## src/verilog/event_irq_pkg.sv

```systemverilog
package event_irq_pkg;

  // ****************************************************************
  // Register map
  // ****************************************************************
  localparam logic [7:0] line_flags_addr = 8'h00;
  localparam logic [7:0] maint_flags_addr = 8'h04;
  localparam logic [7:0] line_mask_addr = 8'h08;
  localparam logic [7:0] maint_mask_addr = 8'h0c;
  localparam logic [7:0] summary_addr = 8'h10;
  localparam logic [7:0] control_addr = 8'h14;

  // Field positions
  localparam int summary_line_bit = 0;
  localparam int summary_maint_bit = 1;
  localparam int control_auto_bit = 0;

  // Values after reset
  localparam logic [7:0] flags_reset = 8'h00;
  localparam logic [7:0] mask_reset = 8'hff;
  localparam logic auto_reset = 1'b1;

  // ****************************************************************
  // Timing
  // ****************************************************************
  localparam int clk_mhz = 40;
  localparam int hold_time_us = 50;
  localparam int hold_cycles = hold_time_us * clk_mhz;
  localparam int hold_cnt_w = 12;

  // ****************************************************************
  // Bus carriers
  // ****************************************************************
  typedef struct packed {
    logic psel;
    logic penable;
    logic pwrite;
    logic [7:0] paddr;
    logic [31:0] pwdata;
  } apb_req_t;

  typedef struct packed {
    logic pready;
    logic pslverr;
    logic [31:0] prdata;
  } apb_rsp_t;

endpackage

```

## src/verilog/hold_timer.sv

```systemverilog
`timescale 1ns/10ps
module hold_timer
  import event_irq_pkg::*;
#(
  parameter int cycles = hold_cycles
) (
  // Clock and reset
  input wire logic clk_sys_i,
  input wire logic reset_i,
  // Control
  input wire logic start_i,
  // Status
  output logic active_o
);

  logic [hold_cnt_w-1:0] count_reg;
  logic [hold_cnt_w-1:0] count_next;
  logic active_next;

  // Reload on every start, otherwise count down to zero
  assign count_next = start_i ? hold_cnt_w'(cycles - 1) :
                      (count_reg != '0) ? count_reg - hold_cnt_w'(1) : count_reg;
  assign active_next = start_i | (count_reg != '0);

  // ****************************************************************
  // Counter
  // ****************************************************************
  always_ff @(posedge clk_sys_i or posedge reset_i) begin
    if (reset_i) begin
      count_reg <= '0;
      active_o <= 1'b0;
    end else begin
      count_reg <= count_next;
      active_o <= active_next;
    end
  end

endmodule // hold_timer

```

## src/verilog/host_interrupt_aggregator.sv

```systemverilog
// The APB slave port and the register offsets were chosen for this implementation.
`timescale 1ns/10ps
// Summary of operation
// - Interrupt low on any set unmasked flag
// - Flags latch regardless of mask
// - Unmasking pending flag pulls interrupt low
// - Flag read clears register, interrupt high 50us
// - After hold, interrupt follows unmasked flags
// - Summary register shows pending per register
// - Serial data out driven only during reads
module host_interrupt_aggregator
  import event_irq_pkg::*;
#(
  parameter int flag_w = 8,
  parameter int hold_len = hold_cycles
) (
  // Clock and reset
  input wire logic clk_sys_i,
  input wire logic reset_i,
  // Register bus
  input wire apb_req_t apb_req_i,
  output apb_rsp_t apb_rsp_o,
  // Event conditions
  input wire logic [flag_w-1:0] line_event_i,
  input wire logic [flag_w-1:0] maint_event_i,
  // Host side pins
  output logic int_n_o,
  output logic serial_host_data_out_o,
  output logic serial_host_data_out_oe_o,
  // Configuration
  output logic auto_maintenance_control_o
);

  // ****************************************************************
  // Declarations
  // ****************************************************************
  logic [flag_w-1:0] line_flags_reg, line_flags_next;
  logic [flag_w-1:0] maint_flags_reg, maint_flags_next;
  logic [flag_w-1:0] line_mask_reg, maint_mask_reg;
  logic [flag_w-1:0] line_prev_reg, maint_prev_reg;
  logic [flag_w-1:0] line_set, maint_set;
  logic line_pend, maint_pend, any_pend;
  logic setup, access, rd_done, wr_done;
  logic rd_line, rd_maint, hold_active;
  logic mapped;
  logic [31:0] rd_word;
  logic int_n_next;

  // ****************************************************************
  // Bus decode
  // ****************************************************************
  assign setup = apb_req_i.psel & ~apb_req_i.penable;
  assign access = apb_req_i.psel & apb_req_i.penable & apb_rsp_o.pready;
  assign rd_done = access & ~apb_req_i.pwrite;
  assign wr_done = access & apb_req_i.pwrite;
  assign rd_line = rd_done & (apb_req_i.paddr == line_flags_addr);
  assign rd_maint = rd_done & (apb_req_i.paddr == maint_flags_addr);
  assign mapped = (apb_req_i.paddr == line_flags_addr) | (apb_req_i.paddr == maint_flags_addr) |
                  (apb_req_i.paddr == line_mask_addr) | (apb_req_i.paddr == maint_mask_addr) |
                  (apb_req_i.paddr == summary_addr) | (apb_req_i.paddr == control_addr);

  // Read data selection
  always_comb begin
    rd_word = 32'h0000_0000;
    case (apb_req_i.paddr)
      line_flags_addr: rd_word[flag_w-1:0] = line_flags_reg;
      maint_flags_addr: rd_word[flag_w-1:0] = maint_flags_reg;
      line_mask_addr: rd_word[flag_w-1:0] = line_mask_reg;
      maint_mask_addr: rd_word[flag_w-1:0] = maint_mask_reg;
      summary_addr: begin
        rd_word[summary_line_bit] = line_pend;
        rd_word[summary_maint_bit] = maint_pend;
      end
      control_addr: rd_word[control_auto_bit] = auto_maintenance_control_o;
      default: rd_word = 32'h0000_0000;
    endcase
  end

  // ****************************************************************
  // Event flags
  // ****************************************************************
  // Rising condition sets a flag; mask plays no part here
  assign line_set = line_event_i & ~line_prev_reg;
  assign maint_set = maint_event_i & ~maint_prev_reg;
  // Read clears whole register, a new event in that cycle still wins
  assign line_flags_next = (rd_line ? '0 : line_flags_reg) | line_set;
  assign maint_flags_next = (rd_maint ? '0 : maint_flags_reg) | maint_set;

  // Pending unmasked status
  assign line_pend = |(line_flags_reg & ~line_mask_reg);
  assign maint_pend = |(maint_flags_reg & ~maint_mask_reg);
  assign any_pend = line_pend | maint_pend;

  always_ff @(posedge clk_sys_i or posedge reset_i) begin
    if (reset_i) begin
      line_flags_reg <= flags_reset;
      maint_flags_reg <= flags_reset;
      line_prev_reg <= flags_reset;
      maint_prev_reg <= flags_reset;
    end else begin
      line_flags_reg <= line_flags_next;
      maint_flags_reg <= maint_flags_next;
      line_prev_reg <= line_event_i;
      maint_prev_reg <= maint_event_i;
    end
  end

  // ****************************************************************
  // Writable registers
  // ****************************************************************
  always_ff @(posedge clk_sys_i or posedge reset_i) begin
    if (reset_i) begin
      line_mask_reg <= mask_reset;
      maint_mask_reg <= mask_reset;
      auto_maintenance_control_o <= auto_reset;
    end else if (wr_done) begin
      if (apb_req_i.paddr == line_mask_addr) line_mask_reg <= apb_req_i.pwdata[flag_w-1:0];
      if (apb_req_i.paddr == maint_mask_addr) maint_mask_reg <= apb_req_i.pwdata[flag_w-1:0];
      if (apb_req_i.paddr == control_addr) auto_maintenance_control_o <= apb_req_i.pwdata[control_auto_bit];
    end
  end

  // ****************************************************************
  // Bus response, one wait-free access phase
  // ****************************************************************
  always_ff @(posedge clk_sys_i or posedge reset_i) begin
    if (reset_i) begin
      apb_rsp_o <= '0;
    end else begin
      apb_rsp_o.pready <= setup;
      apb_rsp_o.pslverr <= setup & ~mapped;
      if (setup) apb_rsp_o.prdata <= rd_word;
    end
  end

  // ****************************************************************
  // Forced-high hold after a clearing read
  // ****************************************************************
  hold_timer #(
    .cycles(hold_len)
  ) u_hold (
    .clk_sys_i(clk_sys_i),
    .reset_i(reset_i),
    .start_i(rd_line | rd_maint),
    .active_o(hold_active)
  );

  // Interrupt level: high during hold, else follows pending
  assign int_n_next = (rd_line | rd_maint | hold_active) ? 1'b1 : ~any_pend;

  // ****************************************************************
  // Host pins
  // ****************************************************************
  always_ff @(posedge clk_sys_i or posedge reset_i) begin
    if (reset_i) begin
      int_n_o <= 1'b1;
      serial_host_data_out_o <= 1'b0;
      serial_host_data_out_oe_o <= 1'b0;
    end else begin
      int_n_o <= int_n_next;
      serial_host_data_out_oe_o <= setup & ~apb_req_i.pwrite;
      serial_host_data_out_o <= setup & ~apb_req_i.pwrite & rd_word[0];
    end
  end

  // ****************************************************************
  // Checks
  // ****************************************************************
  // Cycles the hold has stood since its last restart
  logic [hold_cnt_w:0] hold_run_reg;
  logic [hold_cnt_w:0] hold_run_next;

  // Restart on a clearing read, count while held, idle at zero
  assign hold_run_next = (rd_line | rd_maint) ? '0 :
                         hold_active ? hold_run_reg + (hold_cnt_w + 1)'(1) : '0;

  always_ff @(posedge clk_sys_i or posedge reset_i) begin
    if (reset_i) begin
      hold_run_reg <= '0;
    end else begin
      hold_run_reg <= hold_run_next;
    end
  end
endmodule // host_interrupt_aggregator

```

## config.mk

```make
export PLATFORM = sky130hd
export DESIGN_NAME = host_interrupt_aggregator
export DESIGN_NICKNAME = d
export VERILOG_FILES = /design/src/verilog/event_irq_pkg.sv /design/src/verilog/hold_timer.sv /design/src/verilog/host_interrupt_aggregator.sv
export SDC_FILE = /design/constraint.sdc
export NUM_CORES = 1
export LEC_CHECK = 0
export BUFFER_PORTS_ARGS = -buffer_cell sky130_fd_sc_hd__buf_2
export CORE_MARGIN = 1
export CORE_UTILIZATION = 40
export DETAILED_ROUTE_END_ITERATION = 16
export PLACE_DENSITY = 0.62
export REMOVE_ABC_BUFFERS = 1
export SYNTH_ARGS = -nofsm -noshare
export SYNTH_HDL_FRONTEND = slang
export SYNTH_SLANG_ARGS = --single-unit
```

## constraint.sdc

```tcl
create_clock -name clk_sys_i -period 2.17 [get_ports clk_sys_i]
set_clock_uncertainty 0.15 [all_clocks]
set_input_delay 0.1085 -clock clk_sys_i [delete_from_list [all_inputs] [get_ports clk_sys_i]]
set_output_delay 0.1085 -clock clk_sys_i [all_outputs]
set_load 0.005 [all_outputs]
```

==> impl_summary.txt, run 1 <==
----------------------------------------------------
[Status]
  Run status ... completed

[Global route]
  Pin count of the biggest net entering global routing ... 49
  All-layer global routing usage ... 0.1774
  Antenna violations before repair ... 0
  Vias in the first global route ... 2406
  Global route overflow ... 0
  Wire length of the first global-routing pass ... 12070 um

[Route]
  Number of nets still failing antenna checks after routing ... 0
  Final Routed Wirelength ... 7407 um
  DRT iter0 DRCs ... 150
  Wire length per cell ... 14.61 um
  Remaining routing DRC violations ... 0
  Vias per std cell ... 4.880
  Total vias in the final route ... 2474
  Detailed-routing iteration count for the pre-antenna-repair pass ... 4

[Timing]
  RSZ-0062 raised after global routing ... false
  Shortest period the worst path allows ... 2.064 ns
  Sum of negative setup slack ... 0 ns
  Achievable frequency ... 0.4844 GHz
  Slew HR ... 0.5968
  Final setup fails ... 0
  Number of max-slew violations in the final report ... 0
  Part of the cycle the worst path needs ... 0.9513
  Worst Tran Pin Value ... 0.6048 ns
  Final Hold Violating Endpoints ... 0

[Synthesis]
  Synthesized area per cell ... 11.60 um^2
  Most frequent cell after synthesis ... sky130_fd_sc_hd__dfrtp_1
  Xor and xnor fraction of the mapped netlist area ... 0.007476
  Combined area of all synthesized cells ... 0.003515 mm^2
  Sequential share of the synthesized area ... 0.5404
  Share of flip-flops with an asynchronous set or reset after synthesis ... 1.000
  Top cells by count, synth ... 57 x sky130_fd_sc_hd__dfrtp_1, 34 x sky130_fd_sc_hd__inv_1, 24 x sky130_fd_sc_hd__buf_4
  Synth Area in Simple Gates ... 0.1239
  Number of unique standard cell types used by synthesis ... 48
  Number of standard cells after synthesis ... 303
  Primary flip-flop cell chosen by synthesis mapping ... sky130_fd_sc_hd__dfrtp_1
  Post-synth top area share ... 0.4058
  Post-synthesis compound-gate area fraction ... 0.1264
  Ys Warns ... 0
  Mux contribution to synthesized area ... 0.09683
  Main combinational cell family by area after synthesis ... compound AO/OA/AOI/OAI gates
  Adder-Cell Fraction of Synth Area ... 0.007120
  Most area-hungry cell type in the Yosys netlist ... sky130_fd_sc_hd__dfrtp_1
  Synthesis-stage register bit count ... 75
  Number of enable flip-flop cells after synthesis ... 0
  Main area contributors after synthesis ... sky130_fd_sc_hd__dfrtp_1 41%, sky130_fd_sc_hd__dfstp_2 13%, sky130_fd_sc_hd__buf_4 5.1%, sky130_fd_sc_hd__a22o_1 4.0%, sky130_fd_sc_hd__mux2_4 3.8%

[CTS]
  Clock tree root buffer cell ... sky130_fd_sc_hd__clkbuf_8
  Insertion delay to the later sink of the worst-skew pair ... 0.35 ns
  Buffers from clock root to sink, at most ... 2
  TritonCTS Sinks ... 75
  Post-CTS Setup Inserts ... 0
  Clock input transition at the sequential cells of the worst setup and hold paths ... 0.07 ns
  TritonCTS buffer count ... 9
  TritonCTS clock tree ... yes
  H-tree lvl count ... 3

[Worst setup path]
  Data arrival time of the critical path ... 2.14 ns
  Category of the worst setup path launch point ... input port
  Number of buffer and inverter instances along the worst setup path ... 4
  Max incr delay on CP ... 0.55 ns
  CP Class ... in -> reg
  FF-to-FF path depth ... 5
  Most prevalent standard cell on the critical path ... sky130_fd_sc_hd__dlygate4sd3_1
  Cells along the critical path ... dlygate4sd3_1, buf_2, nand2b_1, dlygate4sd3_1, inv_1, nand3_1, nor2_1, a221o_1
  Reg-to-reg critical path endpoint ... u_hold.count_reg[1]$_DFFE_PP0P_
  Family with the most delay on the worst path ... buffers and inverters
  Reg-to-reg slack, setup ... 0.12 ns
  Required time reported for the critical path endpoint ... 2.24 ns
  Worst Setup End Kind ... flop
  Stages on worst setup path ... 8
  FF-to-FF Start ... u_hold.count_reg[9]$_DFFE_PP0P_
  Worst-path cell with the longest stage delay ... sky130_fd_sc_hd__dlygate4sd3_1
  Biggest fanout along the worst timing path ... 7

[Die]
  Total die area ... 0.009165 mm^2
  Number of placement rows ... 33
  Total I/O pin count ... 99
  Die X ... 95.74 um
  Height of the chip ... 95.74 um
  Starting Density ... 0.4214
  Core Footprint ... 0.008341 mm^2

[Power and ir drop]
  VDD IR-drop max ... 333.9 uV
  Overall Power ... 0.002881 W
  Leakage power ... 2.117 nW
  Power per Cell Area ... 666.0 mW/mm^2

[Layout]
  Layout cell share with drive strength beyond 1 ... 0.3060
  Sequential standard cell area ... 0.001899 mm^2
  Largest register FFs ... 12
  Antenna cell count ... 0
  Area added between synthesis and finish ... 23.10%
  Fill cell total of the finished layout ... 758
  Number of nets in the final layout ... 460
  Multi-input combinational cell area ... 0.001369 mm^2
  Final cell count without fillers ... 507

[Placed design]
  Routability Congestion ... 0.8083
  Final HPWL from detailed placement ... 5319 um
  Cell count after placement ... 460
  Count of buffers from port buffering ... 50

[Min path]
  Number of cells on the worst hold path ... 4
  Worst hold path endpoint ... apb_rsp_o[1]$_DFFE_PP0P_
  Worst hold path class ... in -> reg
  Launch instance of the worst min-delay path ... apb_req_i[32]

[Run]
  Max-capacitance violation count ... 0

----------------------------------------------------
## per-layer routing
layer / global-route usage / part of all wire / up-vias / wire length (um)
li1: - / - / 1217 / -
met1: 0.2471 / 0.50 / 1180 / 3702
met2: 0.2768 / 0.45 / 68 / 3313
met3: 0.02370 / 0.039 / 9 / 287
met4: 0.07836 / 0.014 / 0 / 104
met5: 0 / 0 / - / 0
## worst register-to-register path, delay by kind of cell, from the launching register on
kind / cells / cell delay [ns]
AND/OR/NAND/NOR: 3 / 0.90
flip-flops: 1 / 0.42
multiplexers: 1 / 0.31
buffers and inverters: 1 / 0.20
## timing repair
item,4_1_cts,5_1_grt
endpoints found under the hold margin,113,0
hold buffers,31,0
endpoints found under the setup margin,0,14
gates resized for setup,0,2
## cells by family (layout without fill, tap and decap cells)
kind of cell	Yosys count	count (layout)
buf+inv	64	140
simple gates	74	74
other cells	1	24
fa+ha+maj	2	2
compound gates	57	57
xor+xnor	3	3
flops	75	75
mux	27	27
## through the flow
| stage | worst slack (ns) | instance area [um^2] | hold WS [ns] | utilization |
|---|---|---|---|---|
| 6_report | 0.1057 | 4327 | 0.01572 | 0.5188 |
| 5_1_grt | 0.01453 | 4327 | 0.05046 | 0.5188 |
| 4_1_cts | 0.03805 | 4319 | 0.002711 | 0.5179 |
| 3_5_place_dp | 0.1524 | 3837 | 0.05480 | 0.4601 |
| 3_3_place_gp | 0.1625 | 3837 | 0.04623 | 0.4601 |
| 2_1_floorplan | 0.03131 | 3388 | -0.01007 | - |
## cell usage in the layout (no fill, tap or decap), types with 6 or more instances in the layout
| master | netlist | final |
|---|---|---|
| sky130_fd_sc_hd__mux2i_1 | 7 | 7 |
| sky130_fd_sc_hd__o22ai_1 | 6 | 6 |
| sky130_fd_sc_hd__conb_1 | 1 | 24 |
| sky130_fd_sc_hd__mux2_4 | 9 | 9 |
| sky130_fd_sc_hd__buf_4 | 24 | 9 |
| sky130_fd_sc_hd__buf_2 | 2 | 50 |
| sky130_fd_sc_hd__nand2b_1 | 7 | 7 |
| sky130_fd_sc_hd__dfrtp_1 | 57 | 57 |
| sky130_fd_sc_hd__nor2_1 | 13 | 12 |
| sky130_fd_sc_hd__mux2_2 | 10 | 10 |
| sky130_fd_sc_hd__clkbuf_8 | 0 | 10 |
| sky130_fd_sc_hd__dfstp_2 | 18 | 18 |
| sky130_fd_sc_hd__a221o_1 | 7 | 7 |
| sky130_fd_sc_hd__inv_1 | 34 | 33 |
| sky130_fd_sc_hd__a2bb2oi_1 | 6 | 6 |
| sky130_fd_sc_hd__dlygate4sd3_1 | 0 | 31 |
| sky130_fd_sc_hd__nand2_1 | 15 | 15 |
| sky130_fd_sc_hd__a22o_1 | 16 | 16 |
| sky130_fd_sc_hd__a21oi_1 | 6 | 6 |
## layout make-up
cell class | instances | area share
clock inverter | 5 | 0.006940
clock buffer | 11 | 0.03268
tap | 105 | 0.03036
multi-input combinational | 187 | 0.3164
timing repair buffer | 90 | 0.1452
inverter | 34 | 0.02950
sequential | 75 | 0.4390
## power by group
part	switching, W	total [W]	internal (W)
Clock	0.000503	0.000943	0.000440
Sequential	0.0000862	0.00157	0.00149
Combinational	0.000183	0.000366	0.000184
## how the worst max path moves through the flow
stage | start | to | slack (ns)
4_1_cts | apb_req_i[36] | line_mask_reg[6]$_DFFE_PP1P_ | 0.04
6_report | apb_req_i[42] | apb_rsp_o[2]$_DFFE_PP0P_ | 0.11
3_3_place_gp | u_hold.count_reg[5]$_DFFE_PP0P_ | u_hold.count_reg[8]$_DFFE_PP0P_ | 0.16
3_5_place_dp | u_hold.count_reg[9]$_DFFE_PP0P_ | u_hold.count_reg[1]$_DFFE_PP0P_ | 0.15
2_1_floorplan | reset_i | apb_rsp_o[0]$_DFFE_PP0P_ | 0.03
5_1_grt | apb_req_i[42] | apb_rsp_o[2]$_DFFE_PP0P_ | 0.01
Power figures use the tool's default switching activity.
==> inputs of run 2 (changes only) <==
--- a/config.mk
+++ b/config.mk
@@ -5,6 +5,7 @@
 export SDC_FILE = /design/constraint.sdc
 export NUM_CORES = 1
 export LEC_CHECK = 0
+export ABC_AREA = 1
 export BUFFER_PORTS_ARGS = -buffer_cell sky130_fd_sc_hd__buf_2
 export CORE_MARGIN = 1
 export CORE_UTILIZATION = 40
==> run 2 against run 1 <==
  * Setup slack better by 0.34 ns
  * Count of clock-buffer cells in the layout decreased by 2
  * Cell count is 24% higher
  * Sequential power about the same
  * Power up 14%
  * Register-to-register slack improved by 0.34 ns
  * Design area is 3.6% higher
  * Synthesized cell count rose by 42%
  * Wire length grew 5.0%
  * Worst hold slack got worse by 0.0030 ns
  * Critical path type unchanged
  * Largest power group unchanged
  * Highest routed layer unchanged
==> impl_summary.txt, run 2 <==
----------------------------------------------------
[Status]
  Run status ... completed

[Route]
  Final Routed Wirelength ... 7777 um (+5.0%)
  Number of nets still failing antenna checks after routing ... 0 (unchanged)
  Wire length per cell ... 12.36 um (-15%)
  Remaining routing DRC violations ... 0 (unchanged)
  Vias per std cell ... 4.642 (-4.9%)
  DRT iter0 DRCs ... 161 (+7.3%)
  Detailed-routing iteration count for the pre-antenna-repair pass ... 4 (unchanged)
  Total vias in the final route ... 2920 (+18%)

[Die]
  Height of the chip ... 97.59 um (+1.9%)
  Total I/O pin count ... 99 (unchanged)
  Die X ... 97.59 um (+1.9%)
  Number of placement rows ... 34 (+3.0%)
  Total die area ... 0.009523 mm^2 (+3.9%)
  Starting Density ... 0.4170 (-0.004345)
  Core Footprint ... 0.008763 mm^2 (+5.1%)

[Synthesis]
  Primary flip-flop cell chosen by synthesis mapping ... sky130_fd_sc_hd__dfrtp_1
  Most area-hungry cell type in the Yosys netlist ... sky130_fd_sc_hd__dfrtp_1
  Main area contributors after synthesis ... sky130_fd_sc_hd__dfrtp_1 39%, sky130_fd_sc_hd__dfstp_2 13%, sky130_fd_sc_hd__nand2_1 10%, sky130_fd_sc_hd__inv_1 7.2%, sky130_fd_sc_hd__buf_4 4.9%
  Synthesis-stage register bit count ... 75 (unchanged)
  Adder-Cell Fraction of Synth Area ... 0.006847 (-0.0002730)
  Synth Area in Simple Gates ... 0.2345 (+0.1106)
  Top cells by count, synth ... 100 x sky130_fd_sc_hd__nand2_1, 70 x sky130_fd_sc_hd__inv_1, 57 x sky130_fd_sc_hd__dfrtp_1
  Synthesized area per cell ... 8.480 um^2 (-27%)
  Share of flip-flops with an asynchronous set or reset after synthesis ... 1.000 (unchanged)
  Main combinational cell family by area after synthesis ... simple AND/OR/NAND/NOR gates
  Combined area of all synthesized cells ... 0.003655 mm^2 (+4.0%)
  Mux contribution to synthesized area ... 0 (-0.09683)
  Post-synthesis compound-gate area fraction ... 0.09278 (-0.03360)
  Number of standard cells after synthesis ... 431 (+42%)
  Xor and xnor fraction of the mapped netlist area ... 0.009586 (+0.002110)
  Post-synth top area share ... 0.3903 (-0.01556)
  Most frequent cell after synthesis ... sky130_fd_sc_hd__nand2_1
  Sequential share of the synthesized area ... 0.5197 (-0.02072)
  Number of unique standard cell types used by synthesis ... 34 (-29%)
  Number of enable flip-flop cells after synthesis ... 0 (unchanged)
  Ys Warns ... 0 (unchanged)

[Min path]
  Worst hold path class ... in -> reg

[Power and ir drop]
  Switching part of the total power ... 0.2353 (-0.03249)
  Combinational power share ... 0.109 (-0.018)
  Portion of total power attributed to the clock network ... 0.424 (+0.097)
  VDD IR-drop max ... 359.0 uV (+7.5%)
  Leakage power ... 2.330 nW (+10%)
  Power share of the sequential group ... 0.467 (-0.079)
  Internal Pwr Total ... 0.002517 W (+19%)
  Power per Cell Area ... 734.1 mW/mm^2 (+10%)
  Total net switching power ... 0.0007744 W (+0.36%)

[Worst setup path]
  Required time reported for the critical path endpoint ... 2.29 ns (+0.05 ns)
  Biggest fanout along the worst timing path ... 16 (+9)
  Category of the worst setup path launch point ... input port
  CP Class ... in -> reg
  Data arrival time of the critical path ... 1.84 ns (-0.30 ns)
  Worst Setup End Kind ... flop

[CTS]
  Clock tree root buffer cell ... sky130_fd_sc_hd__clkbuf_8
  Total of hold buffers inserted after clock tree synthesis ... 27 (-13%)
  TritonCTS clock tree ... yes
  Insertion delay to the later sink of the worst-skew pair ... 0.35 ns (about the same)
  Buffers from clock root to sink, at most ... 2 (unchanged)
  H-tree lvl count ... 3 (unchanged)
  Clock input transition at the sequential cells of the worst setup and hold paths ... 0.08 ns (about the same)
  TritonCTS Sinks ... 75 (unchanged)
  Resized Gates After CTS ... 0 (unchanged)
  Post-CTS Setup Inserts ... 0 (unchanged)
  TritonCTS buffer count ... 9 (unchanged)

[Layout]
  Most common cell after layout, fill and taps aside ... sky130_fd_sc_hd__nand2_1
  Number of nets in the final layout ... 579 (+26%)
  Final design instance area without fill ... 0.004483 mm^2 (+3.6%)
  Antenna cell count ... 0 (unchanged)
  Layout cell share with drive strength beyond 1 ... 0.2169 (-0.08908)
  Area added between synthesis and finish ... 22.66%
  Largest register FFs ... 12 (unchanged)
  Fill cell total of the finished layout ... 829 (+9.4%)
  Highest-count cells in the layout ignoring fill and taps ... 100 x sky130_fd_sc_hd__nand2_1, 69 x sky130_fd_sc_hd__inv_1, 57 x sky130_fd_sc_hd__dfrtp_1

[Placed design]
  Count of buffers from port buffering ... 50 (unchanged)
  Final HPWL from detailed placement ... 5562 um (+4.6%)
  Routability Congestion ... 0.8687 (+7.5%)
  Area after DPL ... 0.003949 mm^2 (+2.9%)

[Timing]
  Sum of negative setup slack ... 0 ns (unchanged)
  Shortest period the worst path allows ... 1.726 ns (-0.3382 ns)
  Worst Tran Pin Value ... 0.5592 ns (-0.04557 ns)
  Number of max-slew violations in the final report ... 0 (unchanged)
  Final setup fails ... 0 (unchanged)
  Final Hold Violating Endpoints ... 0 (unchanged)
  RSZ-0062 raised after global routing ... false
  Achievable frequency ... 0.5793 GHz (+20%)
  Slew HR ... 0.6263 (+0.02948)
  Part of the cycle the worst path needs ... 0.7955 (-0.1558)

[Global route]
  Wire length of the first global-routing pass ... 13520 um (+12%)
  Vias in the first global route ... 2881 (+20%)
  Antenna violations before repair ... 0 (unchanged)
  All-layer global routing usage ... 0.1797 (+0.002290)
  Pin count of the biggest net entering global routing ... 76 (+55%)
  Global route overflow ... 0 (unchanged)

[Run]
  Max-capacitance violation count ... 0 (unchanged)

----------------------------------------------------
[run 2: cell types whose count changed after synthesis, sizes merged, moves of 16 or more]
| cell | previous run | this run |
|---|---|---|
| mux2 | 19 | 0 |
| nor2 | 14 | 38 |
| nand2 | 15 | 107 |
| nand3 | 6 | 23 |
| a22o | 16 | 0 |
| inv | 34 | 75 |
| o21ai | 4 | 49 |
[run 2: logic make-up (layout without fill, tap and decap cells)]
group | count (synthesis) | after routing
AO/OA/AOI/OAI | 63 | 63
adder cells (fa/ha/maj) | 2 | 2
AND/OR/NAND/NOR | 182 | 182
buffers and inverters | 104 | 171
flip-flops | 75 | 75
other | 1 | 24
XOR/XNOR | 4 | 4
[run 2: layer usage]
layer / global-route usage / part of all wire / vias up
li1: - / - / 1465
met1: 0.2468 / 0.48 / 1357
met2: 0.2743 / 0.45 / 84
met3: 0.03022 / 0.046 / 14
met4: 0.09050 / 0.025 / 0
met5: 0 / 0 / -
[run 2: critical path, cell delays in order]
cell and delay [ns]:
sky130_fd_sc_hd__dlygate4sd3_1 0.52, sky130_fd_sc_hd__buf_2 0.12, sky130_fd_sc_hd__nand3_1 0.06, sky130_fd_sc_hd__nor2_1 0.32, sky130_fd_sc_hd__nand2_1 0.44, sky130_fd_sc_hd__o21ai_1 0.27
[run 2: layout make-up]
cell class | count | area (um^2) | share of cell area
sequential | 75 | 1899 | 0.4237
multi-input combinational | 275 | 1346 | 0.3003
timing repair buffer | 79 | 548.0 | 0.1222
inverter | 76 | 290.3 | 0.06475
clock inverter | 7 | 140.1 | 0.03126
tap | 108 | 135.1 | 0.03014
clock buffer | 9 | 123.9 | 0.02763
[run 2: metrics by stage]
stage	total power, W	worst slack (ns)	util	std cells	hold WS (ns)
4_1_cts	0.003327	0.4524	0.5116	629	0.001948
3_3_place_gp	0.001869	0.5075	0.4506	586	0.06769
3_5_place_dp	0.001880	0.4691	0.4506	586	0.07825
2_1_floorplan	0.001772	0.03131	-	426	-0.01007
6_report	0.003291	0.4439	0.5116	629	0.01275
5_1_grt	0.003442	0.2737	0.5116	629	0.02470
[run 2: final timing paths]
path                                                 start                               end  slack (ns)  cells past startpoint
hold / removal                               apb_req_i[42]           apb_rsp_o[33]$_DFF_PP0_        0.01                      4
min in group asynchronous                          reset_i      maint_flags_reg[7]$_DFF_PP0_        0.22                      4
hold reg to reg                 line_prev_reg[7]$_DFF_PP0_       line_flags_reg[7]$_DFF_PP0_        0.27                      1
setup reg to reg           u_hold.count_reg[0]$_DFFE_PP0P_  u_hold.count_reg[11]$_DFFE_PP0P_        0.46                      7
setup / recovery                             apb_req_i[41]     maint_mask_reg[2]$_DFFE_PP1P_        0.44                      6
max in group asynchronous                          reset_i     maint_mask_reg[7]$_DFFE_PP1P_        1.28                      4
[run 2: power by group through the flow]
stage	Clock, W	Combinational [W]	Sequential, W
floorplan	0	0.000225	0.00155
global placement	0	0.000311	0.00156
detailed placement	0	0.000321	0.00156
CTS	0.00143	0.000363	0.00154
global route	0.00149	0.000405	0.00155
finish	0.00140	0.000358	0.00154
==> inputs of run 3 (changes only) <==
--- a/config.mk
+++ b/config.mk
@@ -10,7 +10,7 @@
 export CORE_MARGIN = 1
 export CORE_UTILIZATION = 40
 export DETAILED_ROUTE_END_ITERATION = 16
-export PLACE_DENSITY = 0.62
+export PLACE_DENSITY = 0.6
 export REMOVE_ABC_BUFFERS = 1
 export SYNTH_ARGS = -nofsm -noshare
 export SYNTH_HDL_FRONTEND = slang
==> constraint.sdc (replaced) <==
create_clock -name clk_sys_i -period 1.7 [get_ports clk_sys_i]
set_clock_uncertainty 0.15 [all_clocks]
set_input_delay 0.085 -clock clk_sys_i [delete_from_list [all_inputs] [get_ports clk_sys_i]]
set_output_delay 0.085 -clock clk_sys_i [all_outputs]
set_load 0.005 [all_outputs]
==> run 3 against run 2 <==
  * Critical path depth increased by 1
  * Die area did not move
  * Wire length rose by 0.23%
  * Largest cell class unchanged
  * Design area increased by 1.3%
  * Non-clock buffer count up 14
  * Clock power fell by 3%
  * Worst hold slack got worse by 0.0078 ns
==> impl_summary.txt, run 3 (synthesis results as in run 2) <==
----------------------------------------------------
[Layout]
  Post-route core utilization ... 0.5183 (+0.006710)
  Layout cell share with drive strength beyond 1 ... 0.2393 (+0.02236)
  Largest register FFs ... 12 (unchanged)
  Antenna cell count ... 0 (unchanged)
  Final cell count without fillers ... 643 (+2.2%)
  Most common cell after layout, fill and taps aside ... sky130_fd_sc_hd__nand2_1
  Highest-count cells in the layout ignoring fill and taps ... 100 x sky130_fd_sc_hd__nand2_1, 68 x sky130_fd_sc_hd__inv_1, 57 x sky130_fd_sc_hd__dfrtp_1
  Number of nets in the final layout ... 593 (+2.4%)
  Area added between synthesis and finish ... 24.27%

[CTS]
  Buffers from clock root to sink, at most ... 2 (unchanged)
  TritonCTS clock tree ... yes
  TritonCTS Sinks ... 75 (unchanged)
  Clock tree root buffer cell ... sky130_fd_sc_hd__clkbuf_8
  H-tree lvl count ... 3 (unchanged)
  Insertion delay to the later sink of the worst-skew pair ... 0.36 ns (about the same)
  TritonCTS buffer count ... 9 (unchanged)
  Clock input transition at the sequential cells of the worst setup and hold paths ... 0.09 ns (about the same)

[Global route]
  Wire length of the first global-routing pass ... 13340 um (-1.3%)
  Pin count of the biggest net entering global routing ... 46 (-39%)
  Global route overflow ... 0 (unchanged)
  Antenna violations before repair ... 0 (unchanged)
  Vias in the first global route ... 2835 (-1.6%)
  All-layer global routing usage ... 0.1765 (-0.003146)

[Route]
  DRT iter0 DRCs ... 204 (+27%)
  Met1 WL ... 3781 um (+1.4%)
  Detailed-routing iteration count for the pre-antenna-repair pass ... 4 (unchanged)
  Met3 routed WL ... 397 um (+10%)
  Total vias in the final route ... 2967 (+1.6%)
  Number of nets still failing antenna checks after routing ... 0 (unchanged)
  Remaining routing DRC violations ... 0 (unchanged)
  Wire length per cell ... 12.12 um (-2.0%)
  Detailed route wirelength on metal2 ... 3440 um (-1.5%)
  Vias per std cell ... 4.614 (-0.60%)
  Top layer in use ... met4
  Final Routed Wirelength ... 7795 um (+0.23%)

[Power and ir drop]
  Power per Cell Area ... 835.8 mW/mm^2 (+14%)
  Leakage power ... 2.384 nW (+2.3%)
  VDD IR-drop max ... 657.3 uV (+83%)

[Timing]
  Final setup margin ... 0.07853 ns (-0.3653 ns)
  Part of the cycle the worst path needs ... 0.9538
  Final-layout worst hold slack ... 0.004945 ns (-0.007809 ns)
  Number of max-slew violations in the final report ... 0 (unchanged)
  Shortest period the worst path allows ... 1.621 ns
  Final Hold Violating Endpoints ... 0 (unchanged)
  Achievable frequency ... 0.6167 GHz
  Final setup fails ... 0 (unchanged)

[Die]
  Total I/O pin count ... 99 (unchanged)
  Core Footprint ... 0.008763 mm^2 (unchanged)
  Die X ... 97.59 um (unchanged)
  Starting Density ... 0.4170 (unchanged)
  Number of placement rows ... 34 (unchanged)
  Total die area ... 0.009523 mm^2 (unchanged)
  Height of the chip ... 97.59 um (unchanged)

[Worst setup path]
  Category of the worst setup path launch point ... input port
  Required time reported for the critical path endpoint ... 1.84 ns (-0.45 ns)
  Data arrival time of the critical path ... 1.76 ns (-0.08 ns)
  Biggest fanout along the worst timing path ... 3 (-13)
  Worst Setup End Kind ... flop
  CP Class ... in -> reg

[Placed design]
  Setup Slack @ Placement ... 0.07354 ns (-0.3956 ns)
  Count of buffers from port buffering ... 50 (unchanged)
  Final HPWL from detailed placement ... 5607 um (+0.82%)
  Cell count after placement ... 592 (+1.0%)
  Routability Congestion ... 0.7893 (-9.1%)

[Status]
  Run status ... completed

[Run]
  Max-capacitance violation count ... 0 (unchanged)

[Min path]
  Worst hold path class ... in -> reg

----------------------------------------------------
-- run 3: critical path: stages --
cell	delay, ns
sky130_fd_sc_hd__dlygate4sd3_1	0.51
sky130_fd_sc_hd__buf_2	0.13
sky130_fd_sc_hd__nand2_1	0.07
sky130_fd_sc_hd__nor2_2	0.15
sky130_fd_sc_hd__dlygate4sd3_1	0.57
sky130_fd_sc_hd__nand3_1	0.09
sky130_fd_sc_hd__o21ai_1	0.15
-- run 3: worst paths after layout --
path | from | endpoint | slack, ns | depth (start not counted)
max in group asynchronous | reset_i | line_mask_reg[2]$_DFFE_PP1P_ | 0.82 | 4
min in group asynchronous | reset_i | maint_prev_reg[3]$_DFF_PP0_ | 0.17 | 4
setup / recovery | apb_req_i[36] | auto_maintenance_control_o$_DFFE_PP1P_ | 0.08 | 7
hold / removal | apb_req_i[34] | apb_rsp_o[32]$_DFF_PP0_ | 0.005 | 4
hold reg to reg | line_prev_reg[3]$_DFF_PP0_ | line_flags_reg[3]$_DFF_PP0_ | 0.27 | 1
setup reg to reg | u_hold.count_reg[5]$_DFFE_PP0P_ | u_hold.count_reg[11]$_DFFE_PP0P_ | 0.13 | 8
-- run 3: layout make-up --
class	count	area, um^2
tap	108	135.1
multi-input combinational	275	1359
clock buffer	9	123.9
fill	846	4222
clock inverter	7	68.82
timing repair buffer	93	660.6
sequential	75	1899
inverter	76	295.3
-- run 3: metal layers --
| metal | track usage | vias up |
|---|---|---|
| li1 | - | 1492 |
| met1 | 0.2445 | 1368 |
| met2 | 0.2657 | 92 |
| met3 | 0.03094 | 15 |
| met4 | 0.09050 | 0 |
| met5 | 0 | - |
-- run 3: timing repair --
item | 4_1_cts | 5_1_grt
hold buffers | 30 | 0
endpoints found under the setup margin | 0 | 18
setup buffers | 0 | 5
resized for setup | 0 | 9
hold endpoints to repair | 115 | 0
-- run 3: stage by stage --
stage          area [um^2]  power (W)  setup TNS (ns)
2_1_floorplan         3536   0.002262          -23.67
3_3_place_gp          3994   0.002395               0
3_5_place_dp          3994   0.002403               0
4_1_cts               4487   0.003818               0
5_1_grt               4542   0.004005        -0.01703
6_report              4542   0.003796               0
-- run 3: power breakdown --
| part | switching, W | internal (W) |
|---|---|---|
| clock | 0.000684 | 0.000672 |
| sequential | 0.0000722 | 0.00188 |
| combinational | 0.000255 | 0.000229 |
| total | 0.00101 | 0.00278 |
